--- src/design/dtd_pkg.sv ---
// Package of opcode patterns, field positions and decoded-operation carriers for the data transfer decoder
package dtd_pkg;

    // Field positions inside a 16-bit instruction
    localparam int DEST_MSB      = 11;
    localparam int DEST_LSB      = 8;
    localparam int SRC_MSB       = 7;
    localparam int SRC_LSB       = 4;
    localparam int DISP4_MSB     = 3;
    localparam int DISP8_MSB     = 7;

    // Major opcode nibbles (bits 15:12)
    localparam logic [3:0] OP_IMM       = 4'hE;
    localparam logic [3:0] OP_PCW       = 4'h9;
    localparam logic [3:0] OP_PCL       = 4'hD;
    localparam logic [3:0] OP_GRP6      = 4'h6;
    localparam logic [3:0] OP_GRP2      = 4'h2;
    localparam logic [3:0] OP_GRP8      = 4'h8;
    localparam logic [3:0] OP_STDL      = 4'h1;
    localparam logic [3:0] OP_LDDL      = 4'h5;
    localparam logic [3:0] OP_GRP0      = 4'h0;

    // Minor codes (bits 3:0 or 11:8)
    localparam logic [3:0] SUB_LD_B     = 4'h0;
    localparam logic [3:0] SUB_LD_W     = 4'h1;
    localparam logic [3:0] SUB_LD_L     = 4'h2;
    localparam logic [3:0] SUB_MOVE     = 4'h3;
    localparam logic [3:0] SUB_PI_B     = 4'h4;
    localparam logic [3:0] SUB_PI_W     = 4'h5;
    localparam logic [3:0] SUB_PI_L     = 4'h6;
    localparam logic [3:0] SUB_ST_B     = 4'h0;
    localparam logic [3:0] SUB_ST_W     = 4'h1;
    localparam logic [3:0] SUB_ST_L     = 4'h2;
    localparam logic [3:0] SUB_PD_B     = 4'h4;
    localparam logic [3:0] SUB_PD_W     = 4'h5;
    localparam logic [3:0] SUB_PD_L     = 4'h6;
    localparam logic [3:0] SUB_STD_B    = 4'h0;
    localparam logic [3:0] SUB_STD_W    = 4'h1;
    localparam logic [3:0] SUB_LDD_B    = 4'h4;
    localparam logic [3:0] SUB_LDD_W    = 4'h5;
    localparam logic [3:0] SUB_IX_B     = 4'h4;
    localparam logic [3:0] SUB_IX_W     = 4'h5;

    // Register index of the implicit index register
    localparam logic [3:0] REG_ZERO     = 4'h0;

    // Minimum execution cycles of every transfer here
    localparam int MIN_EXEC_CYCLES      = 1;

    // Operand size
    typedef enum logic [1:0] {
        DTD_SZ_BYTE = 2'h0,
        DTD_SZ_HALF = 2'h1,
        DTD_SZ_LONG = 2'h2
    } dtd_size_e;

    // Address base selection
    typedef enum logic [2:0] {
        DTD_BASE_NONE = 3'h0,
        DTD_BASE_PC   = 3'h1,
        DTD_BASE_DEST = 3'h2,
        DTD_BASE_SRC  = 3'h3,
        DTD_BASE_IDX  = 3'h4
    } dtd_base_e;

    // Operation class
    typedef enum logic [2:0] {
        DTD_OP_NONE  = 3'h0,
        DTD_OP_IMM   = 3'h1,
        DTD_OP_MOVE  = 3'h2,
        DTD_OP_LOAD  = 3'h3,
        DTD_OP_STORE = 3'h4
    } dtd_op_e;

    // Decoded instruction handed to the execution stage
    typedef struct packed {
        logic        valid;
        dtd_op_e     op;
        dtd_size_e   size;
        logic [3:0]  dest_reg;
        logic [3:0]  source_reg;
        logic [3:0]  data_reg;
        logic [3:0]  addr_reg;
        dtd_base_e   base;
        logic        add_index_reg_zero;
        logic [31:0] offset;
        logic [31:0] imm;
        logic        sign_extend;
        logic        pre_dec;
        logic        post_inc;
        logic        illegal;
    } dtd_uop_s;

endpackage : dtd_pkg

--- src/design/dtd_field_scale.sv ---
// Displacement scaler: zero-extends a displacement field and multiplies it by the operand size
`timescale 1ns/1ps

module dtd_field_scale #(
    parameter int DW = 8
) (
    input  wire logic [DW-1:0]       disp,
    input  wire dtd_pkg::dtd_size_e  size,
    output logic [31:0]              scaled
);

    logic [31:0] wide;

    assign wide = {{(32-DW){1'b0}}, disp};

    // Shift by size: x1, x2, x4
    always_comb begin
        case (size)
            dtd_pkg::DTD_SZ_BYTE: scaled = wide;
            dtd_pkg::DTD_SZ_HALF: scaled = {wide[30:0], 1'b0};
            dtd_pkg::DTD_SZ_LONG: scaled = {wide[29:0], 2'b00};
            default:              scaled = wide;
        endcase
    end

endmodule // dtd_field_scale

--- src/design/dtd_decoder.sv ---
// Data transfer instruction decoder with load-use and fetch-contention stall control
//
// Operation
// - Register fields are 4-bit binary indices, 0000 is register 0, 1111 register 15.
// - Displacements scale by one, two or four per byte, word, longword size.
// - 1110nnnniiiiiiii loads sign-extended 8-bit immediate into dest_reg.
// - 1001 loads sign-extended word from PC plus twice displacement.
// - 1101 loads longword from PC plus four times displacement.
// - 0110 codes 0000-0010 load at source_reg address, byte/word sign-extended.
// - 0010 codes 0100-0110 decrement dest_reg by size, then store source_reg.
// - Post-increment loads sign-extend byte/word, then advance source_reg by size.
// - 10000000/10000001 store index_reg_zero at dest_reg plus scaled displacement.
// - 0001 stores source_reg longword at dest_reg plus four times displacement.
// - 10000100/10000101 load sign-extended byte/word into index_reg_zero.
// - 0101 loads longword from source_reg plus four times displacement.
// - 0000 codes 0100/0101 store source_reg at index_reg_zero plus dest_reg.
// - Each transfer takes one cycle unless a stall applies.
// - Stall when an instruction uses the previous load's destination register.
// - Stall when instruction fetch and data access contend for memory.
// - No decoded transfer alters the true/false flag or needs privilege.
`timescale 1ns/1ps

module dtd_decoder (
    input  wire logic              clk,
    input  wire logic              reset_n,
    input  wire logic              insn_valid,
    input  wire logic [15:0]       insn,
    input  wire logic              fetch_busy,
    input  wire logic              exec_ready,
    output logic                   insn_ready,
    output dtd_pkg::dtd_uop_s      uop,
    output logic                   stall,
    output logic                   tflag_write,
    output logic                   priv_required
);

    // Reset synchroniser
    logic                 rst_s1_ff;
    logic                 rst_s2_ff;
    logic                 rst_n;

    always_ff @(posedge clk or negedge reset_n) begin
        if (!reset_n) begin
            rst_s1_ff <= 1'b0;
            rst_s2_ff <= 1'b0;
        end else begin
            rst_s1_ff <= 1'b1;
            rst_s2_ff <= rst_s1_ff;
        end
    end

    // Only the second stage feeds the design, so the release edge is clean on the clock
    assign rst_n = rst_s2_ff;

    // Field extraction
    logic [3:0]           f_top;
    logic [3:0]           f_dest;
    logic [3:0]           f_src;
    logic [3:0]           f_low;
    logic [7:0]           f_disp8;
    logic [3:0]           f_disp4;

    assign f_top   = insn[15:12];
    assign f_dest  = insn[dtd_pkg::DEST_MSB:dtd_pkg::DEST_LSB];
    assign f_src   = insn[dtd_pkg::SRC_MSB:dtd_pkg::SRC_LSB];
    assign f_low   = insn[3:0];
    assign f_disp8 = insn[dtd_pkg::DISP8_MSB:0];
    assign f_disp4 = insn[dtd_pkg::DISP4_MSB:0];

    // Decode outputs, the scaled offsets and the scaling size that drives the scalers
    dtd_pkg::dtd_uop_s    nxt_uop;
    logic                 use_disp8;
    logic [31:0]          scaled8;
    logic [31:0]          scaled4;
    dtd_pkg::dtd_size_e   disp_size;

    // Scaling size decoded from the opcode alone, so the scaled offsets never loop back
    // through the main decode process that reads them
    always_comb begin
        case (f_top)
            dtd_pkg::OP_PCW:  disp_size = dtd_pkg::DTD_SZ_HALF;
            dtd_pkg::OP_GRP8: disp_size = insn[8] ? dtd_pkg::DTD_SZ_HALF : dtd_pkg::DTD_SZ_BYTE;
            dtd_pkg::OP_PCL, dtd_pkg::OP_STDL, dtd_pkg::OP_LDDL: disp_size = dtd_pkg::DTD_SZ_LONG;
            default:          disp_size = dtd_pkg::DTD_SZ_BYTE;
        endcase
    end

    dtd_field_scale #(.DW(8)) u_scale8 (
        .disp   (f_disp8),
        .size   (disp_size),
        .scaled (scaled8)
    );

    dtd_field_scale #(.DW(4)) u_scale4 (
        .disp   (f_disp4),
        .size   (disp_size),
        .scaled (scaled4)
    );

    // Combinational decode of one instruction
    always_comb begin
        nxt_uop = '0;
        use_disp8 = 1'b0;
        nxt_uop.valid = 1'b1;
        nxt_uop.dest_reg = f_dest;
        nxt_uop.source_reg = f_src;
        case (f_top)
            dtd_pkg::OP_IMM: begin
                nxt_uop.op = dtd_pkg::DTD_OP_IMM;
                nxt_uop.size = dtd_pkg::DTD_SZ_LONG;
                nxt_uop.data_reg = f_dest;
                nxt_uop.imm = {{24{f_disp8[7]}}, f_disp8};
            end
            // PC-relative loads take the 8-bit displacement
            dtd_pkg::OP_PCW, dtd_pkg::OP_PCL: begin
                nxt_uop.op = dtd_pkg::DTD_OP_LOAD;
                nxt_uop.data_reg = f_dest;
                nxt_uop.base = dtd_pkg::DTD_BASE_PC;
                use_disp8 = 1'b1;
                if (f_top == dtd_pkg::OP_PCW) begin
                    nxt_uop.size = dtd_pkg::DTD_SZ_HALF;
                    nxt_uop.sign_extend = 1'b1;
                end else begin
                    nxt_uop.size = dtd_pkg::DTD_SZ_LONG;
                end
            end
            // Group 6 addresses through the source field and writes the destination field
            dtd_pkg::OP_GRP6: begin
                nxt_uop.data_reg = f_dest;
                nxt_uop.addr_reg = f_src;
                case (f_low)
                    dtd_pkg::SUB_LD_B, dtd_pkg::SUB_LD_W, dtd_pkg::SUB_LD_L: begin
                        nxt_uop.op = dtd_pkg::DTD_OP_LOAD;
                        nxt_uop.base = dtd_pkg::DTD_BASE_SRC;
                        nxt_uop.size = dtd_pkg::dtd_size_e'(f_low[1:0]);
                        nxt_uop.sign_extend = (f_low != dtd_pkg::SUB_LD_L);
                    end
                    dtd_pkg::SUB_PI_B, dtd_pkg::SUB_PI_W, dtd_pkg::SUB_PI_L: begin
                        nxt_uop.op = dtd_pkg::DTD_OP_LOAD;
                        nxt_uop.base = dtd_pkg::DTD_BASE_SRC;
                        nxt_uop.size = dtd_pkg::dtd_size_e'(2'(f_low[1:0] - 2'h0));
                        nxt_uop.sign_extend = (f_low != dtd_pkg::SUB_PI_L);
                        nxt_uop.post_inc = 1'b1;
                    end
                    dtd_pkg::SUB_MOVE: begin
                        nxt_uop.op = dtd_pkg::DTD_OP_MOVE;
                        nxt_uop.size = dtd_pkg::DTD_SZ_LONG;
                    end
                    default: nxt_uop.illegal = 1'b1;
                endcase
            end
            // Group 2 addresses through the destination field and stores the source field
            dtd_pkg::OP_GRP2: begin
                nxt_uop.op = dtd_pkg::DTD_OP_STORE;
                nxt_uop.data_reg = f_src;
                nxt_uop.addr_reg = f_dest;
                nxt_uop.base = dtd_pkg::DTD_BASE_DEST;
                case (f_low)
                    dtd_pkg::SUB_ST_B, dtd_pkg::SUB_ST_W, dtd_pkg::SUB_ST_L: begin
                        nxt_uop.size = dtd_pkg::dtd_size_e'(f_low[1:0]);
                    end
                    dtd_pkg::SUB_PD_B, dtd_pkg::SUB_PD_W, dtd_pkg::SUB_PD_L: begin
                        nxt_uop.size = dtd_pkg::dtd_size_e'(f_low[1:0]);
                        nxt_uop.pre_dec = 1'b1;
                    end
                    default: begin
                        nxt_uop.op = dtd_pkg::DTD_OP_NONE;
                        nxt_uop.illegal = 1'b1;
                    end
                endcase
            end
            // Bits 11:8 pick the form here; bits 7:4 name the base register
            dtd_pkg::OP_GRP8: begin
                nxt_uop.data_reg = dtd_pkg::REG_ZERO;
                nxt_uop.size = insn[8] ? dtd_pkg::DTD_SZ_HALF : dtd_pkg::DTD_SZ_BYTE;
                case (f_dest)
                    dtd_pkg::SUB_STD_B, dtd_pkg::SUB_STD_W: begin
                        nxt_uop.op = dtd_pkg::DTD_OP_STORE;
                        nxt_uop.addr_reg = f_src;
                        nxt_uop.dest_reg = f_src;
                        nxt_uop.base = dtd_pkg::DTD_BASE_DEST;
                    end
                    dtd_pkg::SUB_LDD_B, dtd_pkg::SUB_LDD_W: begin
                        nxt_uop.op = dtd_pkg::DTD_OP_LOAD;
                        nxt_uop.addr_reg = f_src;
                        nxt_uop.dest_reg = dtd_pkg::REG_ZERO;
                        nxt_uop.base = dtd_pkg::DTD_BASE_SRC;
                        nxt_uop.sign_extend = 1'b1;
                    end
                    default: nxt_uop.illegal = 1'b1;
                endcase
            end
            dtd_pkg::OP_STDL: begin
                nxt_uop.op = dtd_pkg::DTD_OP_STORE;
                nxt_uop.size = dtd_pkg::DTD_SZ_LONG;
                nxt_uop.data_reg = f_src;
                nxt_uop.addr_reg = f_dest;
                nxt_uop.base = dtd_pkg::DTD_BASE_DEST;
            end
            dtd_pkg::OP_LDDL: begin
                nxt_uop.op = dtd_pkg::DTD_OP_LOAD;
                nxt_uop.size = dtd_pkg::DTD_SZ_LONG;
                nxt_uop.data_reg = f_dest;
                nxt_uop.addr_reg = f_src;
                nxt_uop.base = dtd_pkg::DTD_BASE_SRC;
            end
            // Only the indexed byte and word stores live in this group
            dtd_pkg::OP_GRP0: begin
                nxt_uop.data_reg = f_src;
                nxt_uop.addr_reg = f_dest;
                if (f_low == dtd_pkg::SUB_IX_B || f_low == dtd_pkg::SUB_IX_W) begin
                    nxt_uop.op = dtd_pkg::DTD_OP_STORE;
                    nxt_uop.size = f_low[0] ? dtd_pkg::DTD_SZ_HALF : dtd_pkg::DTD_SZ_BYTE;
                    nxt_uop.base = dtd_pkg::DTD_BASE_IDX;
                    nxt_uop.add_index_reg_zero = 1'b1;
                end else begin
                    nxt_uop.illegal = 1'b1;
                end
            end
            default: nxt_uop.illegal = 1'b1;
        endcase
        // Only displacement forms carry an offset; others leave it zero
        if (use_disp8) begin
            nxt_uop.offset = scaled8;
        end else if (f_top == dtd_pkg::OP_GRP8 || f_top == dtd_pkg::OP_STDL || f_top == dtd_pkg::OP_LDDL) begin
            nxt_uop.offset = scaled4;
        end
        if (nxt_uop.illegal) begin
            nxt_uop.op = dtd_pkg::DTD_OP_NONE;
        end
    end

    // Destination of the previous load, kept for the load-use check
    logic                 last_load_ff;
    logic [3:0]           last_load_reg_ff;
    logic                 hazard;
    logic                 contend;
    logic                 advance;

    // Registers the incoming instruction reads; a load is recorded by its data register only, though a post-increment load also writes its source field,
    // and a move reads its source field, which the data register does not name
    logic                 rd_data;
    logic                 rd_addr;
    logic                 rd_move;
    logic                 rd_index;

    always_comb begin
        rd_data  = nxt_uop.op == dtd_pkg::DTD_OP_STORE && nxt_uop.data_reg == last_load_reg_ff;
        rd_addr  = nxt_uop.base != dtd_pkg::DTD_BASE_NONE && nxt_uop.base != dtd_pkg::DTD_BASE_PC &&
                   nxt_uop.addr_reg == last_load_reg_ff;
        rd_move  = nxt_uop.op == dtd_pkg::DTD_OP_MOVE && nxt_uop.source_reg == last_load_reg_ff;
        rd_index = nxt_uop.add_index_reg_zero && last_load_reg_ff == dtd_pkg::REG_ZERO;
    end

    assign hazard = last_load_ff && insn_valid && !nxt_uop.illegal &&
                    (rd_data || rd_addr || rd_move || rd_index);
    // A data access is held back for as long as a fetch holds memory
    // Immediates and moves never touch memory, so they pass a busy fetch
    assign contend = insn_valid && fetch_busy &&
                     (nxt_uop.op == dtd_pkg::DTD_OP_LOAD || nxt_uop.op == dtd_pkg::DTD_OP_STORE);
    assign advance = insn_valid && exec_ready && !hazard && !contend;

    // Load-use tracking: a stall bubble clears the record so the stall lasts one cycle
    // A held-up execute stage keeps the record, so the bubble still lands after it
    always_ff @(posedge clk or negedge rst_n) begin
        if (!rst_n) begin
            last_load_ff <= 1'b0;
            last_load_reg_ff <= 4'h0;
        end else if (advance) begin
            last_load_ff <= (nxt_uop.op == dtd_pkg::DTD_OP_LOAD);
            last_load_reg_ff <= nxt_uop.data_reg;
        end else if (exec_ready) begin
            last_load_ff <= 1'b0;
        end
    end

    // Registered decode output, one instruction per cycle when no stall
    // Holding the uop while execution is busy keeps the operation stable until it is taken
    always_ff @(posedge clk or negedge rst_n) begin
        if (!rst_n) begin
            uop <= '0;
        end else if (exec_ready) begin
            uop <= advance ? nxt_uop : '0;
        end
    end

    // Handshake and stall status
    // The flag and privilege outputs stay low: nothing here touches the status word
    always_ff @(posedge clk or negedge rst_n) begin
        if (!rst_n) begin
            insn_ready <= 1'b0;
            stall <= 1'b0;
            tflag_write <= 1'b0;
            priv_required <= 1'b0;
        end else begin
            insn_ready <= advance;
            stall <= hazard || contend;
            tflag_write <= 1'b0;
            priv_required <= 1'b0;
        end
    end

endmodule // dtd_decoder

--- config.mk ---
export PLATFORM = sky130hd
export DESIGN_NAME = dtd_decoder
export DESIGN_NICKNAME = d
export VERILOG_FILES = /design/src/design/dtd_pkg.sv /design/src/design/dtd_field_scale.sv /design/src/design/dtd_decoder.sv
export SDC_FILE = /design/constraint.sdc
export NUM_CORES = 1
export LEC_CHECK = 0
export ABC_AREA = 1
export BUFFER_PORTS_ARGS = -buffer_cell sky130_fd_sc_hd__clkbuf_2
export CAP_MARGIN = 20
export CELL_PAD_IN_SITES_DETAIL_PLACEMENT = 1
export CELL_PAD_IN_SITES_GLOBAL_PLACEMENT = 1
export CORE_AREA = 4 4 102 104
export DETAILED_ROUTE_END_ITERATION = 12
export DIE_AREA = 0 0 106 108
export PLACE_DENSITY = 0.86
export SYNTH_ARGS = -nofsm -noshare
export SYNTH_HDL_FRONTEND = slang
export SYNTH_SLANG_ARGS = --single-unit
--- constraint.sdc ---
create_clock -name clk -period 4.7 [get_ports clk]
set_input_delay 0.705 -clock clk [delete_from_list [all_inputs] [get_ports clk]]
set_output_delay 0.705 -clock clk [all_outputs]
set_load 0.02 [all_outputs]
* After elaboration in Yosys (flattened, before gate mapping)
Cells that the tools add are included.
Widths: inputs -> output; s select.
** Word-level totals
- Register bits :: 103
- Latch bits :: 0
- Memory bits (writable) :: 0
- ROM bits :: 0
- Logic and storage cells :: 134
- Memories kept :: 0
** Operators by class
- Add/subtract/negate cells :: 0
- Multipliers :: 0
- Divide/modulo/power cells :: 0
- $lt $le $gt $ge :: 0
- Eq/ne operators :: 28
- Shift-type cells :: 0
- Multiplexer cells :: 41
- Bitwise logic cells :: 0
- Reductions and logical operators :: 44
** Operator list (count)
- $mux 32 :: 3
- $mux 94 :: 1
- $pmux 5 s8 :: 1
- $eq 4x3->1 const B :: 7
- $pmux 4 s2 :: 3
- $pmux 10 s2 :: 1
- $pmux 3 s6 :: 1
- $eq 4x4->1 const B :: 4
- $logic_not 4->1 :: 4
- $mux 1 :: 15
- $pmux 7 s2 :: 1
- $logic_and 1x1->1 :: 13
- $eq 4x1->1 const B :: 3
- $eq 4x2->1 const B :: 3
- $eq 4x4->1 :: 3
- $pmux 4 s3 :: 1
- $pmux 6 s2 :: 1
- $reduce_or 3->1 :: 4
- $reduce_or 2->1 :: 5
- $reduce_or 5->1 :: 2
- $logic_or 1x1->1 :: 8
- $mux 4 :: 2
- $reduce_or 7->1 :: 1
- $eq 3x2->1 const B :: 2
- 19 further kinds :: 24

* Depth between registers and ports, before layout
Gate-level depths: netlist (run 1).
- Word-level depth :: 15
- Mapped depth :: 19
- Gate-level depth less buffers :: 17

* Hierarchy
From an unflattened synthesis (run 1), not the netlist that was laid out.
** Second synthesis, totals
- Cell total of the unflattened synthesis :: 750
- Area, all modules :: 5292.6 µm²
** By module, submodules not included
- dtd_decoder :: times used 1, cells each 634, area each 4560.6 µm², seq. area each 1976.9 µm²
- dtd_field_scale at u_scale8 :: times used 1, cells each 66, area each 419.2 µm², seq. area each 0.0 µm²
- dtd_field_scale at u_scale4 :: times used 1, cells each 50, area each 312.8 µm², seq. area each 0.0 µm²

* Worst setup path after synthesis (run 1)
No wires, ideal clock.
- Kind :: in2reg
- Start :: input insn[14]
- End :: register uop[37] (netlist bit)
- Library setup time :: 66 ps
- Arrival :: 2337 ps
- Data required time :: 4634 ps
- Path slack :: 2297 ps
- Stages :: 13
- Path through :: buf_2 -> nor2_4 -> inv_1 -> nor2_1 -> inv_1 -> nand2_1 -> inv_1 -> ha_1 -> clkbuf_1 -> a21oi_1 -> a211oi_1 -> nand4_1 -> nand2_1
** On the way
- Word-level cells in the longest chain between the ends :: 14
** Ends and longest elaborated chain
- from (decl) :: line dtd_decoder.sv:27 : input wire logic [15:0] insn,
- $eq 4x4->1, or another cell as far along :: line dtd_decoder.sv:80, dtd_decoder.sv:107
- $reduce_or 5->1 (no source line), or another cell as far along
- $pmux 1 s5, or another cell as far along :: line dtd_decoder.sv:107 : case (f_top)
- $mux 3, or another cell as far along :: line dtd_decoder.sv:228 : if (nxt_uop.illegal) begin
- $eq 3x3->1 or $logic_and 1x1->1 (tied branches) :: line dtd_decoder.sv:248, dtd_decoder.sv:260, dtd_decoder.sv:249
- $logic_and 1x1->1 (on tied branches) :: line dtd_decoder.sv:248, dtd_decoder.sv:249
- $logic_or 1x1->1 (3 in a row) :: line dtd_decoder.sv:256 : (rd_data || rd_addr || rd_move || rd_index);
- $logic_and 1x1->1 :: line dtd_decoder.sv:255 : assign hazard = last_load_ff && insn_valid && !nxt_uop.illegal &&
- $logic_not 1->1 :: line dtd_decoder.sv:261 : assign advance = insn_valid && exec_ready && !hazard && !contend;
- $logic_and 1x1->1 (2 in a row) :: line dtd_decoder.sv:261
- $mux 94 (*) :: line dtd_decoder.sv:283 : uop <= advance ? nxt_uop : '0;
- to (signal assigned) :: line dtd_decoder.sv:283
- to (decl) :: line dtd_decoder.sv:31 : output dtd_pkg::dtd_uop_s uop,
Every way passes the cells marked *; elsewhere a longest branch is shown, timed or not.
A chain may end at the register's enable or synchronous reset.

* Worst setup path after layout (run 1)
- Start :: input insn[14]
- End :: register last_load_reg_ff[0]
** On the way
- Word-level cells in the longest chain between the ends :: 13
** Ends and longest elaborated chain
- $eq 4x4->1, or another cell as far along :: line dtd_decoder.sv:107
- $reduce_or 5->1 (no source line), or another cell as far along
- $pmux 1 s5, or another cell as far along :: line dtd_decoder.sv:107
- $mux 3, or another cell as far along :: line dtd_decoder.sv:228
- $eq 3x3->1 or $logic_and 1x1->1 (tied branches) :: line dtd_decoder.sv:248, dtd_decoder.sv:260, dtd_decoder.sv:249
- $logic_and 1x1->1 (on tied branches) :: line dtd_decoder.sv:248, dtd_decoder.sv:249
- $logic_or 1x1->1 (3 in a row) :: line dtd_decoder.sv:256
- $logic_and 1x1->1 :: line dtd_decoder.sv:255
- $logic_not 1->1 :: line dtd_decoder.sv:261
- $logic_and 1x1->1 (2 in a row) :: line dtd_decoder.sv:261
- to (signal assigned) :: line dtd_decoder.sv:271 : last_load_reg_ff <= nxt_uop.data_reg;
- to (decl) :: line dtd_decoder.sv:235 : logic [3:0] last_load_reg_ff;
Parallel ways exist; a longest one is shown, timed or not.

==> metrics, run 1 <==
Syn Area/Cell=7.27 um2; # DRC=0; Top FF cell, synth=dfrtp_1; gr usage total=20.0%; status=complete, no violations; period utilization=60.5%; CP Launch Type=input port; Rel. slew slack=42.4%; CP endpoint kind=flop; vias in the first global route=3544; sequential area share after synthesis=38.9%; Final nets=588; final WL=11200 um; Die Wd=106 um; Layout area overhead=12.0%; worst-path maximum fanout=48; fin util=43.0%; CTS tree=yes; register area=1430 um2; DR vias/cell=5.02; Initial Util=38.4%; clk root buf=clkbuf_8; Die Ht=108 um; FILL cells=1289; total global routing overflow=0; Setup Fix Bufs, Post-CTS=0; r2r endpoint=uop[69]$_DFFE_PN0P_; clk buf depth=2; core area=9550 um2; R2R depth=13; Port Buffers=94; post-synth top area share=38.9%; synth unique cells=31; Post-synth EDFFs=0; synthesized area=3660 um2; Final ANT Viol Nets=0; Required @ worst endpoint=4930 ps; gp weighted congestion=0.930; CTS clk-pin slew, worst paths=70 ps; Detail Placement HPWL=8520 um; Clock Latency Late Sink=350 ps; flop-to-flop setup slack=2270 ps; routed via count=3529; Antenna Cells=0; Hold Vio Cnt, Final=0; first drt pass iteration count=4; layout cells sized above 1=23.9%; area occupied by multi-input gates=1680 um2; Ys Warns=0; r2r startpoint=last_load_reg_ff[2]$_DFFE_PN0P_; Fmax=0.351 GHz; asr flop ratio synth=100%; PwrDens=285 nW/um2; Num CTS Buffers=9; most common cell after layout, fill and taps aside=nand2_1; Synth Instances=504; H-tree Lvls=3; final setup vio count=0; hold_buf cts=0; max cap viols=0; placed cell area=3940 um2; DR WL/cell=15.9 um; Power, Total=0.00117 W; top cells by area, synth=dfrtp_1 (39%), nand2_1 (19%), buf_4 (10%); CP Class=in -> reg; Static Leak=2.42 nW; Seq cells post-synth=57; minimum clock period=2850 ps; final slew viol count=0; Detailed Route Iter0 Violations=251; final std cell area, no fill=4100 um2; actual slew at the worst max-slew pin=860 ps; HP Class=in -> async; die footprint=11400 um2; worst vdd ir=0.130 mV; Layout Skew=12.9 ps; hold_ws=134 ps; crit path DAT=3070 ps; final setup TNS=0 ps; # IOs=119; antenna violations before repair=0; most frequent cells in the layout=nand2_1 (181), clkbuf_2 (94), dfrtp_1 (56); row count=36; clock sinks=57; largest net degree at the start of global routing=56; Post-CTS Resized=0; Synth area leader=dfrtp_1; global-route wire length before repair=18100 um; RSZ-0062 raised after global routing=no
-- area by class of cell --
| class | instances | share of cell area [%] |
|---|---|---|
| clock inverters | 6 | 0.854 |
| inverters | 41 | 3.75 |
| well taps | 133 | 4.06 |
| multi-input cells | 357 | 41.0 |
| flip-flops and latches | 57 | 34.8 |
| repair buffers | 99 | 12.4 |
| clock buffers | 10 | 3.11 |
-- cells in the mapped netlist, types with 3 or more instances --
library cell and n:
a211oi_1 6, a21oi_1 3, a221oi_1 5, buf_2 8
buf_4 49, buf_6 3, clkbuf_1 10, dfrtp_1 57
inv_1 35, inv_2 5, nand2_1 181, nand2_2 4
nand3_1 15, nand3_2 5, nand4_1 52, nor2_1 31
nor2_4 3, nor3_1 7, o21ai_0 7
-- metrics by stage --
| step | setup slack [ps] | cells |
|---|---|---|
| floorplan | 2300 | 527 |
| global placement | 1570 | 687 |
| detailed placement | 1520 | 687 |
| CTS | 1890 | 703 |
| global route | 1540 | 703 |
| finish | 1850 | 703 |
-- where the power goes --
part	internal [W]	switching [W]
Clock	0.000187	0.000202
Sequential	0.000516	0.0000204
Combinational	0.0000642	0.000177
-- worst max-delay path by stage --
stage / startpoint / end / slack (ps)
3_5_place_dp: insn[14] / uop[69]$_DFFE_PN0P_ / 1520
5_1_grt: insn[14] / uop[68]$_DFFE_PN0P_ / 1540
4_1_cts: insn[14] / uop[78]$_DFFE_PN0P_ / 1890
3_3_place_gp: insn[14] / last_load_reg_ff[2]$_DFFE_PN0P_ / 1570
6_report: insn[14] / last_load_reg_ff[0]$_DFFE_PN0P_ / 1850
2_1_floorplan: insn[14] / uop[37]$_DFFE_PN0P_ / 2300
-- registers in the layout, summed over array words and instances, names as in the netlist --
name              flops
uop                  48
rst_n                 1
last_load_reg_ff      4
insn_ready            1
rst_s1_ff             1
stall                 1
last_load_ff          1
-- routing by layer --
metal | track usage (%) | wire length [um]
met5 | 0 | 0
met1 | 26.8 | 4970
met4 | 6.29 | 155
met3 | 4.36 | 706
met2 | 32.5 | 5360
-- cell families after synthesis --
group           share of synthesized area [%]
compound gates                           5.60
fa+ha+maj                               0.683
buf+inv                                  17.5
flops                                    38.9
other cells                             0.205
simple gates                             37.1
-- worst max-delay path, cell delays in order --
cell	delay (ps)
clkbuf_2	240
inv_1	110
nand2_1	110
nand2_1	60
nand2_1	140
nand2_1	100
nand2_1	100
nand2_1	70
nand2_1	60
nor2_1	40
nand3_1	70
nand2_1	70
inv_2	50
nand2_1	50
nand2_2	630
nand3_2	270
nand2_1	140
nand2_1	60
Power figures use the tool's default switching activity.
==> run 2: changes to the inputs <==
--- a/config.mk
+++ b/config.mk
@@ -10,10 +10,10 @@
 export CAP_MARGIN = 20
 export CELL_PAD_IN_SITES_DETAIL_PLACEMENT = 1
 export CELL_PAD_IN_SITES_GLOBAL_PLACEMENT = 1
-export CORE_AREA = 4 4 102 104
+export CORE_AREA = 4 4 106 108
 export DETAILED_ROUTE_END_ITERATION = 12
-export DIE_AREA = 0 0 106 108
-export PLACE_DENSITY = 0.86
+export DIE_AREA = 0 0 110 112
+export PLACE_DENSITY = 0.8
 export SYNTH_ARGS = -nofsm -noshare
 export SYNTH_HDL_FRONTEND = slang
 export SYNTH_SLANG_ARGS = --single-unit
==> constraint.sdc (replaced) <==
create_clock -name clk -period 2.8 [get_ports clk]
set_input_delay 0.42 -clock clk [delete_from_list [all_inputs] [get_ports clk]]
set_output_delay 0.42 -clock clk [all_outputs]
set_load 0.02 [all_outputs]
==> run 2 against run 1 <==
Net effect: clock skew is 0.51 ps lower; highest routed layer unchanged; setup slack got worse by 1500 ps; hold slack better by 40 ps; wire length is 5.3% higher; largest power group unchanged; sequential share of layout area fell by 1.0 points; clock power is 100% higher; sequential cell count did not move; design area is 3.0% higher.
==> metrics, run 2 (synthesis results as in run 1) <==
total global routing overflow=0; final slew viol count=0; PwrDens=501 nW/um2; HP Class=reg -> async; vias in the first global route=3565; Layout Skew=12.4 ps; CTS tree=yes; routed via count=3540; global-route wire length before repair=19000 um; CTS clk-pin slew, worst paths=70 ps; CP endpoint kind=flop; # IOs=119; Hold Vio Cnt, Final=0; antenna violations before repair=0; DR vias/cell=4.97; Setup Fix Bufs, Post-CTS=0; # DRC=0; minimum clock period=2450 ps; max reg flops=48; register with the most flip-flops=uop; first drt pass iteration count=5; most frequent cells in the layout=nand2_1 (181), clkbuf_2 (94), dfrtp_1 (56); Clock Latency Late Sink=340 ps; row count=37; post-route setup slack=354 ps; Port Buffers=94; Fmax=0.409 GHz; Final nets=594; final setup TNS=0 ps; flop-to-flop setup slack=720 ps; final setup vio count=0; Initial Util=35.8%; crit path DAT=2720 ps; worst-path maximum fanout=13; most common cell after layout, fill and taps aside=nand2_1; gate family responsible for the most delay along the worst path=simple AND/OR/NAND/NOR gates; status=complete, no violations; RSZ-0062 raised after global routing=no; Die Ht=112 um; gr usage total=19.7%; Required @ worst endpoint=3080 ps; clock sinks=57; Rel. slew slack=42.3%; clk root buf=clkbuf_8; Static Leak=2.48 nW; layout cells sized above 1=24.3%; worst path bufs/invs=6; Detailed Route Iter0 Violations=265; DR WL/cell=16.5 um; core area=10200 um2; Detail Placement HPWL=9080 um; Num CTS Buffers=9; Antenna Cells=0; critical-path cell list=clkbuf_2 -> inv_2 -> nor2_4 -> inv_1 -> nor2_1 -> inv_1 -> nand2_1 -> inv_1 -> ha_1 -> inv_1 -> o22ai_1 -> a21oi_1 -> nor3_1 -> nand4_1 -> nand2_1; clk buf depth=2; H-tree Lvls=3; CP Class=in -> reg; Die Wd=110 um; Layout area overhead=15.3%; die footprint=12300 um2; final WL=11800 um; largest net degree at the start of global routing=50; Final ANT Viol Nets=0; slowest stage delay, CP=520 ps; max cap viols=0; Most common cell on crit path=inv_1; worst vdd ir=0.207 mV; CP Launch Type=input port; period utilization=87.4%; critical path's slowest cell=ha_1; biggest regs=uop (48), last_load_reg_ff (4); actual slew at the worst max-slew pin=865 ps; gp weighted congestion=0.935; pre-CTS setup slack=80.1 ps
[run 2: cell count changes in the layout (fill, tap and decap cells not counted), sizes merged]
| cell | before | now |
|---|---|---|
| clkbuf | 104 | 107 |
| bufinv | 0 | 1 |
| dlygate4sd3 | 0 | 1 |
| clkinvlp | 2 | 0 |
| clkinv | 5 | 3 |
| buf | 5 | 10 |
[run 2: final timing paths]
path | start | endpoint | cells past startpoint
max in group asynchronous | rst_n$_DFF_PN0_ | uop[85]$_DFFE_PN0P_ | 1
worst min-delay path | rst_n$_DFF_PN0_ | uop[90]$_DFFE_PN0P_ | 0
worst max-delay path | insn[12] | uop[41]$_DFFE_PN0P_ | 15
worst min register to register | rst_n$_DFF_PN0_ | uop[90]$_DFFE_PN0P_ | 0
worst max register to register | last_load_reg_ff[0]$_DFFE_PN0P_ | last_load_reg_ff[0]$_DFFE_PN0P_ | 15
min in group clk | rst_s1_ff$_DFF_PN0_ | rst_n$_DFF_PN0_ | 0
[run 2: area by class of cell]
type / count / area (um2)
fill: 1345 / 6010
sequential: 57 / 1430
tap: 136 / 170
clock inverter: 3 / 40.0
inverter: 41 / 154
clock buffer: 13 / 159
multi-input combinational: 357 / 1690
timing repair buffer: 105 / 581
[run 2: where the power goes]
part,total [W],leakage [nW],switching (W),internal [W]
clock,0.000796,0.103,0.000339,0.000458
sequential,0.000905,0.769,0.0000389,0.000866
combinational,0.000415,1.61,0.000300,0.000115
total,0.00212,2.48,0.000678,0.00144
[run 2: stage by stage]
step	hold WS [ps]	util [%]	area, um2	std cells	power, W
6_report	174	41.3	4220	712	0.00212
4_1_cts	190	41.3	4220	712	0.00215
5_1_grt	218	41.3	4220	712	0.00224
3_3_place_gp	180	39.2	4010	695	0.00132
2_1_floorplan	124	-	3750	527	0.00121
3_5_place_dp	190	39.2	4010	695	0.00133
[run 2: what timing repair did]
action / in CTS / in global routing
endpoints found under the hold margin: 2 / 0
resized for setup: 0 / 0
hold buffers: 1 / 0
[run 2: metal layers]
| layer | share of wire, % | wire [um] | GRT usage [%] | vias up |
|---|---|---|---|---|
| met5 | 0 | 0 | 0 | - |
| met4 | 1.7 | 197 | 5.57 | 0 |
| met3 | 5.9 | 698 | 4.23 | 20 |
| met2 | 46 | 5440 | 30.7 | 119 |
| met1 | 46 | 5440 | 27.2 | 1690 |
| li1 | - | - | - | 1711 |
